File: config.mk
export PLATFORM = sky130hd
export DESIGN_NAME = pfp_phase_fault_power_good_output
export DESIGN_NICKNAME = d
export VERILOG_FILES = /design/src/verilog/pfp_pkg.sv /design/src/verilog/pfp_delay_timer.sv /design/src/verilog/pfp_phase_fault_power_good_output.sv
export SDC_FILE = /design/constraint.sdc
export NUM_CORES = 1
export LEC_CHECK = 0
export BUFFER_PORTS_ARGS = -buffer_cell sky130_fd_sc_hd__buf_2
export CAP_MARGIN = 0
export CORE_UTILIZATION = 55
export CTS_CLUSTER_SIZE = 8
export DETAILED_ROUTE_END_ITERATION = 8
export PLACE_DENSITY = 0.82
export SYNTH_ARGS = -nofsm -noshare
export SYNTH_HDL_FRONTEND = slang
export SYNTH_SLANG_ARGS = --single-unit
File: constraint.sdc
create_clock -name mclk -period 7.5 [get_ports mclk]
set_input_delay 0.75 -clock mclk [delete_from_list [all_inputs] [get_ports mclk]]
set_output_delay 0.75 -clock mclk [all_outputs]
set_load 0.1 [all_outputs]
File: src/verilog/pfp_pkg.sv
// Shared constants and carrier types for phase fault summary and power-good control
// Notes on behaviour
// Broadcast selector reads back the per-phase fault map
// Single-phase selector reads that phase's fault details
// Unassigned or disabled phase bits read zero
// Bits 15:4 zero; bits 3:0 flag faulted phases
// Summary word at DCh, word access, live
// Config word at E3h, loaded from nonvolatile source
// Config writable only while conversion is disabled
// Assert delay code at 15:12, 1 or 2^N+1
// Release delay code at 11:8, same encoding
// Bits 7:2 mask output events from pulling low
// Bits 1:0 mask input overvoltage events
// Forced low when disabled or sequencing or faulted
// Fall and fault shutdown bypass the assert delay
// Continue-operating response keeps fault from pulling low
// Assert and release delays use separate timers
// Short events below delay difference never pull low
// Timers restart when their condition goes away
package pfp_pkg;

  // Command codes of the two words
  localparam logic [7:0] CMD_PHASE_FAULT_SUMMARY = 8'hDC;
  localparam logic [7:0] CMD_POWER_GOOD_CONFIG = 8'hE3;

  // Phase selector values that mean all phases
  localparam logic [7:0] PHASE_ALL = 8'hFF;
  localparam logic [7:0] PHASE_BCAST = 8'h80;

  // Number of phases in a stack
  localparam int NUM_PHASES = 4;

  // Power-good config field layout
  localparam int CFG_ASSERT_DLY_LSB = 12;
  localparam int CFG_RELEASE_DLY_LSB = 8;
  localparam int DLY_CODE_W = 4;

  // Reset values before the nonvolatile load
  localparam logic [15:0] SUMMARY_RESET = 16'h0000;
  localparam logic [15:0] CONFIG_RESET = 16'h0000;

  // Delay timer width: 2^15+1 cycles must fit
  localparam int DLY_CNT_W = 17;

  // System clock cycles per PWM clock enable pulse
  localparam int PWM_DIV_CYCLES = 250;

  // Monitored events in config bit order (bit 7 down to bit 0)
  typedef struct packed {
    logic out_ov_fault;
    logic out_ov_warn;
    logic out_uv_fault;
    logic out_uv_warn;
    logic out_oc_warn;
    logic out_oc_fault;
    logic in_ov_warn;
    logic in_ov_fault;
  } pfp_evt_t;

  // One Read Word or Write Word transaction
  typedef struct packed {
    logic write;
    logic [7:0] code;
    logic [15:0] wdata;
  } pfp_cmd_t;

  // Answer to a transaction
  typedef struct packed {
    logic error;
    logic [15:0] rdata;
  } pfp_rsp_t;

endpackage

File: src/verilog/pfp_delay_timer.sv
// Delay timer counting PWM clock pulses while its condition holds
`timescale 1ns/1ns
module pfp_delay_timer #(
  parameter int CNT_W = pfp_pkg::DLY_CNT_W
) (
  // Clock and reset
  input wire logic mclk,
  input wire logic rstn,
  // PWM clock enable and timed condition
  input wire logic pwm_tick,
  input wire logic cond,
  input wire logic [pfp_pkg::DLY_CODE_W-1:0] code,
  // High once the condition has lasted the full delay
  output logic expired
);

  logic [CNT_W-1:0] cnt_reg;
  logic [CNT_W-1:0] cnt_inc;
  logic [CNT_W-1:0] target;
  logic reach;

  // Code 0 gives one PWM clock, code N gives 2^N+1
  assign target = (code == 4'h0) ? {{(CNT_W-1){1'b0}}, 1'b1} :
                  (({{(CNT_W-1){1'b0}}, 1'b1} << code) + {{(CNT_W-1){1'b0}}, 1'b1});
  assign cnt_inc = cnt_reg + {{(CNT_W-1){1'b0}}, 1'b1};
  assign reach = (cnt_inc == target);

  // Counting restarts from zero as soon as the condition drops
  always_ff @(posedge mclk or negedge rstn) begin
    if (!rstn) begin
      cnt_reg <= '0;
      expired <= 1'b0;
    end else if (!cond) begin
      cnt_reg <= '0;
      expired <= 1'b0;
    end else if (pwm_tick && !expired) begin
      cnt_reg <= cnt_inc;
      expired <= reach;
    end
  end

endmodule // pfp_delay_timer

File: src/verilog/pfp_phase_fault_power_good_output.sv
// Phase fault summary word and power-good output control
`timescale 1ns/1ns
module pfp_phase_fault_power_good_output #(
  parameter int PWM_DIV = pfp_pkg::PWM_DIV_CYCLES
) (
  // Clock and reset
  input wire logic mclk,
  input wire logic rstn,
  // Decoded word transactions from the management bus
  input wire logic cmd_valid,
  input wire pfp_pkg::pfp_cmd_t cmd,
  output logic rsp_valid,
  output pfp_pkg::pfp_rsp_t rsp,
  // Phase selector and phase numbering
  input wire logic [7:0] phase_sel,
  input wire logic [pfp_pkg::NUM_PHASES-1:0] phase_assigned,
  input wire logic [pfp_pkg::NUM_PHASES-1:0] phase_fault_set,
  input wire logic [15:0] phase_detail,
  // Power-up value of the power-good config
  input wire logic [15:0] nvm_config,
  // Fault and warning levels, and their continue-operating responses
  input wire pfp_pkg::pfp_evt_t evt,
  input wire pfp_pkg::pfp_evt_t evt_continue,
  // Conversion and sequencing state
  input wire logic conv_enabled,
  input wire logic in_ton_delay,
  input wire logic in_ton_rise,
  input wire logic in_toff_fall,
  input wire logic in_fault_shutdown,
  // Power-good level and live config
  output logic power_good_output,
  output logic [15:0] power_good_config
);

  localparam int DIV_W = (PWM_DIV > 1) ? $clog2(PWM_DIV) : 1;
  localparam logic [DIV_W-1:0] DIV_LAST = DIV_W'(PWM_DIV - 1);

  // Registers
  logic [pfp_pkg::NUM_PHASES-1:0] phase_flag_reg;
  logic [pfp_pkg::NUM_PHASES-1:0] phase_flag_next;
  logic [15:0] config_reg;
  logic [15:0] config_next;
  logic load_pending_reg;
  logic [DIV_W-1:0] div_reg;
  logic pwm_tick_reg;
  logic fault_latch_reg;
  logic fault_latch_next;
  logic pg_next;
  logic rsp_valid_next;
  pfp_pkg::pfp_rsp_t rsp_next;

  // Decoded transaction
  logic hit_summary;
  logic hit_config;
  logic wr_summary;
  logic wr_config;
  logic wr_config_refused;
  logic sel_broadcast;
  logic sel_single;
  logic [1:0] sel_index;
  logic [15:0] summary_map;
  logic [15:0] summary_read;
  logic [pfp_pkg::NUM_PHASES-1:0] clear_mask;
  logic [pfp_pkg::NUM_PHASES-1:0] sel_onehot;

  // Power-good decisions
  logic [3:0] assert_code;
  logic [3:0] release_code;
  pfp_pkg::pfp_evt_t evt_mask;
  logic [7:0] evt_live;
  logic unmasked_any;
  logic assert_expired;
  logic release_expired;
  logic force_low;
  logic bypass;

  // Transaction decoding
  assign hit_summary = (cmd.code == pfp_pkg::CMD_PHASE_FAULT_SUMMARY);
  assign hit_config = (cmd.code == pfp_pkg::CMD_POWER_GOOD_CONFIG);
  assign wr_summary = cmd_valid && cmd.write && hit_summary;
  // A config write during conversion is refused and leaves the word alone
  assign wr_config_refused = cmd_valid && cmd.write && hit_config && conv_enabled;
  assign wr_config = cmd_valid && cmd.write && hit_config && !conv_enabled;

  // Selector meaning: 80h counts as broadcast even though it is not FFh
  assign sel_broadcast = (phase_sel == pfp_pkg::PHASE_ALL) || (phase_sel == pfp_pkg::PHASE_BCAST);
  assign sel_single = !sel_broadcast && (phase_sel < 8'h04);
  assign sel_index = phase_sel[1:0];

  // Fault map: only assigned phases can show a one, upper bits stay zero
  assign summary_map = {12'h000, phase_flag_reg & phase_assigned};
  // Single-phase reads hand back the selected phase's own fault word
  assign summary_read = sel_broadcast ? summary_map : phase_detail;

  // Per-phase clear from a summary write
  genvar gi;
  generate
    for (gi = 0; gi < pfp_pkg::NUM_PHASES; gi++) begin : g_phase
      assign sel_onehot[gi] = sel_single && (sel_index == 2'(gi));
      // Broadcast write clears the ones written; single nonzero write clears the selected phase
      assign clear_mask[gi] = wr_summary && (sel_broadcast ? cmd.wdata[gi] : (sel_onehot[gi] && (cmd.wdata != 16'h0000)));
      // A new fault in the clearing cycle wins over the clear
      assign phase_flag_next[gi] = phase_fault_set[gi] || (phase_flag_reg[gi] && !clear_mask[gi]);
    end
  endgenerate

  // Config word: nonvolatile value first, then host writes while disabled
  assign config_next = load_pending_reg ? nvm_config :
                       wr_config ? cmd.wdata : config_reg;

  // Answer: data for reads, error for unknown codes and refused writes
  always_comb begin
    rsp_valid_next = cmd_valid;
    rsp_next.error = 1'b0;
    rsp_next.rdata = 16'h0000;
    if (!cmd_valid) begin
      rsp_next.error = 1'b0;
    end else if (hit_summary) begin
      rsp_next.rdata = cmd.write ? 16'h0000 : summary_read;
    end else if (hit_config) begin
      rsp_next.rdata = cmd.write ? 16'h0000 : config_reg;
      rsp_next.error = wr_config_refused;
    end else begin
      rsp_next.error = 1'b1;
    end
  end

  // Register file and bus answer
  always_ff @(posedge mclk or negedge rstn) begin
    if (!rstn) begin
      phase_flag_reg <= pfp_pkg::SUMMARY_RESET[pfp_pkg::NUM_PHASES-1:0];
      config_reg <= pfp_pkg::CONFIG_RESET;
      load_pending_reg <= 1'b1;
      rsp_valid <= 1'b0;
      rsp <= '0;
    end else begin
      phase_flag_reg <= phase_flag_next;
      config_reg <= config_next;
      load_pending_reg <= 1'b0;
      rsp_valid <= rsp_valid_next;
      rsp <= rsp_next;
    end
  end

  // PWM clock enable: one pulse every PWM_DIV system cycles
  always_ff @(posedge mclk or negedge rstn) begin
    if (!rstn) begin
      div_reg <= '0;
      pwm_tick_reg <= 1'b0;
    end else begin
      div_reg <= (div_reg == DIV_LAST) ? '0 : div_reg + DIV_W'(1);
      pwm_tick_reg <= (div_reg == DIV_LAST);
    end
  end

  // Config fields
  assign assert_code = config_reg[pfp_pkg::CFG_ASSERT_DLY_LSB +: pfp_pkg::DLY_CODE_W];
  assign release_code = config_reg[pfp_pkg::CFG_RELEASE_DLY_LSB +: pfp_pkg::DLY_CODE_W];
  assign evt_mask = config_reg[7:0];

  // An event counts only when unmasked and not set to ride through
  assign evt_live = evt & ~evt_mask & ~evt_continue;
  assign unmasked_any = |evt_live;

  // Sequencing states that hold power-good low outright
  assign force_low = !conv_enabled || in_ton_delay || in_ton_rise || in_toff_fall || in_fault_shutdown;
  assign bypass = in_toff_fall || in_fault_shutdown;

  // Assert timer runs on events, release timer on their absence
  pfp_delay_timer #(
    .CNT_W(pfp_pkg::DLY_CNT_W)
  ) u_assert_timer (
    .mclk(mclk),
    .rstn(rstn),
    .pwm_tick(pwm_tick_reg),
    .cond(unmasked_any),
    .code(assert_code),
    .expired(assert_expired)
  );

  pfp_delay_timer #(
    .CNT_W(pfp_pkg::DLY_CNT_W)
  ) u_release_timer (
    .mclk(mclk),
    .rstn(rstn),
    .pwm_tick(pwm_tick_reg),
    .cond(!unmasked_any),
    .code(release_code),
    .expired(release_expired)
  );

  // Fault latch: outside fall and fault shutdown, an event shorter than the assert delay never sets it,
  // so brief glitches leave power-good high whatever the release delay is
  assign fault_latch_next = (unmasked_any && (assert_expired || bypass)) ? 1'b1 :
                            release_expired ? 1'b0 : fault_latch_reg;

  // Power-good high only when nothing forces or latches it low
  assign pg_next = !force_low && !fault_latch_next;

  always_ff @(posedge mclk or negedge rstn) begin
    if (!rstn) begin
      fault_latch_reg <= 1'b0;
      power_good_output <= 1'b0;
      power_good_config <= pfp_pkg::CONFIG_RESET;
    end else begin
      fault_latch_reg <= fault_latch_next;
      power_good_output <= pg_next;
      power_good_config <= config_next;
    end
  end

endmodule // pfp_phase_fault_power_good_output

==> results.sh <==
export IMPL_gr_usage_all_layers=0.288
export IMPL_yosys_warnings=0
export IMPL_first_global_vias=4933
export IMPL_timing_final_crit_share=0.369
export IMPL_start_util=0.576
export IMPL_syn_to_final_growth_pct=16.6
export IMPL_clkLatencyLatePin_ns=0.36
export IMPL_synth_edf_count=0
export IMPL_clock_sinks=86
export IMPL_tns_ns=0
export IMPL_outcome="complete, no violations"
export IMPL_clk_pin_slew_ns=0.10
export IMPL_synth_mux_area_frac=0.0452
export IMPL_clockRootBuffer="clkbuf_8"
export IMPL_grt_overflow=0
export IMPL_postSynth_asyncResetShare=1.00
export IMPL_ys_ff_latch=86
export IMPL_crit_arrival_ns=3.07
export IMPL_cpMaxStageDelayCell="dfrtp_1"
export IMPL_gp_congestion=0.916
export IMPL_synth_area_leaders="dfrtp_1 (40%), nor2_1 (6.7%), xor2_1 (6.5%)"
export IMPL_synthCells=614
export IMPL_grt_max_degree=87
export IMPL_cts_hold_buf=0
export IMPL_p_leak_nw=2.75
export IMPL_fmax_mhz=361
export IMPL_synth_top_cell_by_area="dfrtp_1"
export IMPL_via_count=5057
export IMPL_dr_pass1_iters=5
export IMPL_cts_buffers=9
export IMPL_h_tree_depth=3
export IMPL_synth_xor_area_frac=0.111
export IMPL_drtIter0Drc=354
export IMPL_hold_slack_ns=0.501
export IMPL_grt_pass1_wl_mm=22.8
export IMPL_critical_path_class="register to register"
export IMPL_crit_fanout=20
export IMPL_antenna_cells=0
export IMPL_max_slew_margin_rel=0.280
export IMPL_rsz0062_at_grt="false"
export IMPL_drc=0
export IMPL_die_area_mm2=0.0102
export IMPL_synthAdderAreaFrac=0.0140
export IMPL_seq_area_frac_synth=0.401
export IMPL_wl_per_cell_um=16.8
export IMPL_drive_gt1_frac=0.229
export IMPL_critPathTopFamily="simple AND/OR/NAND/NOR gates"
export IMPL_clock_path_buffers=2
export IMPL_die_x_um=101
export IMPL_finalMaxSlewViolations=0
export IMPL_postCtsSetupRepairBufs=0
export IMPL_r2r_slack_ns=4.73
export IMPL_wirelength_mm=14.4
export IMPL_synth_top_family_by_area="simple AND/OR/NAND/NOR gates"
export IMPL_antenna_found_initial=0
export IMPL_tightest_slew_ns=1.08
export IMPL_num_rows=35
export IMPL_synthTopCellsByCount="nor2_1 (96), dfrtp_1 (85), nand2_1 (61), xor2_1 (40), o21ai_0 (34)"
export IMPL_skew_ns=0.0129
export IMPL_die_h_um=101
export IMPL_fp_coreArea_mm2=0.00933
export IMPL_avgSynthCellArea_um2=8.75
export IMPL_period_needed_ns=2.77
export IMPL_hold_viol=0
export IMPL_fin_nets=826
export IMPL_cpPeakStageDelay_ns=0.64
export IMPL_portBuffers=131
export IMPL_yosysMostFrequentCell="nor2_1"
export IMPL_synthFlopType="dfrtp_1"
export IMPL_syn_num_nets=717
export IMPL_maxCapViolations=0
export IMPL_cts_resized=0
export IMPL_path_cells="nor4b_1 > xor2_1 > a2111oi_0 > o2111ai_1 > nor4_1 > and4_1 > a32o_1"
export IMPL_power_density_mw_per_mm2=162
export IMPL_synth_top_cell_area_share=0.396
export IMPL_postRouteAntennaNets=0
export IMPL_synth_compound_area_frac=0.116
export IMPL_required_ns=7.80
export IMPL_setup_violations=0
export IMPL_cts_tree="yes"
export IMPL_ios=132
export IMPL_start_kind="register"
export IMPL_worst_path_buf_inv=0
export IMPL_ir_drop_v=0.0000852
export IMPL_synth_simple_gate_area_share=0.277
export IMPL_synth_cell_types=69
export IMPL_n_fill_cell=765
export IMPL_syn_area_mm2=0.00537
export IMPL_hp_class="register to register"
export IMPL_cp_end_kind="register"
export IMPL_vias_per_cell=5.90
export IMPL_hpwlAfterDp_mm=10.5
==> power breakdown <==
part	leakage (nW)	switching (mW)	internal, mW
combinational	1.53	0.126	0.0535
clock	0.0931	0.179	0.156
sequential	1.12	0.0284	0.472
total	2.75	0.334	0.682
==> cell type report <==
class	instances	area [um2]	area share
Clock inverter	6	71.3	0.0114
Tap cell	129	161	0.0258
Multi-Input combinational cell	480	3020	0.483
Inverter	13	48.8	0.00780
Sequential cell	86	2150	0.344
Timing Repair Buffer	133	673	0.108
Clock buffer	10	128	0.0204
==> through the flow <==
step,total power [mW],area [um2],utilization,worst slack [ns],cells
2_1_floorplan,0.618,5370,-,4.55,614
3_3_place_gp,0.683,6060,0.650,4.65,841
3_5_place_dp,0.688,6060,0.650,4.53,841
4_1_cts,1.02,6260,0.671,4.74,857
5_1_grt,1.06,6260,0.671,4.40,857
6_report,1.02,6260,0.671,4.73,857
==> worst register-to-register path: stages (launching register included) <==
cell and delay, ns:
dfrtp_1 0.64, nor4b_1 0.51, xor2_1 0.18, a2111oi_0 0.51, o2111ai_1 0.18, nor4_1 0.27
and4_1 0.26, a32o_1 0.17
==> cell families (layout without fill, tap and decap cells) <==
logic type,Yosys count,after routing
simple gates,289,289
compound gates,93,93
flops,86,86
xor+xnor,67,67
buf+inv,48,162
mux,24,24
fa+ha+maj,6,6
other cells,1,1
==> worst paths after layout <==
check | depth (start not counted) | endpoint | startpoint
max | 7 | u_release_timer.expired$_DFFE_PN0P_ | power_good_config[9]$_DFFE_PN0P_
min | 1 | div_reg[7]$_DFF_PN0_ | div_reg[7]$_DFF_PN0_
max reg2reg | 7 | u_release_timer.expired$_DFFE_PN0P_ | power_good_config[9]$_DFFE_PN0P_
min reg2reg | 1 | div_reg[7]$_DFF_PN0_ | div_reg[7]$_DFF_PN0_
max in group asynchronous | 1 | div_reg[1]$_DFF_PN0_ | rstn
min in group asynchronous | 1 | u_assert_timer.cnt_reg[7]$_DFFE_PN0P_ | rstn
==> per-layer routing <==
| metal | share of wire | global-route usage | vias to the layer above | wire [um] |
|---|---|---|---|---|
| li1 | - | - | 2382 | - |
| met1 | 0.41 | 0.360 | 2402 | 5840 |
| met2 | 0.50 | 0.492 | 231 | 7180 |
| met3 | 0.061 | 0.0368 | 42 | 879 |
| met4 | 0.032 | 0.145 | 0 | 463 |
| met5 | 0 | 0 | - | 0 |
==> layout by cell type, fill, tap and decap left out, types with 6 or more instances in the layout <==
| cell type | synthesis | final |
|---|---|---|
| a21oi_1 | 7 | 7 |
| xnor2_1 | 26 | 26 |
| mux2i_1 | 22 | 22 |
| clkbuf_8 | 0 | 9 |
| a22oi_1 | 22 | 22 |
| nand2b_1 | 11 | 11 |
| nor3b_1 | 6 | 6 |
| buf_2 | 4 | 130 |
| dfrtp_1 | 85 | 85 |
| xor2_1 | 40 | 40 |
| inv_1 | 12 | 12 |
| o21ai_0 | 34 | 34 |
| nor3_1 | 18 | 18 |
| nor4bb_1 | 6 | 6 |
| nand4_1 | 15 | 15 |
| nor2_1 | 96 | 96 |
| nor4_1 | 11 | 11 |
| nand3_1 | 25 | 25 |
| nand2_1 | 61 | 61 |
| ha_1 | 6 | 6 |
(Power assumes the default switching activity.)
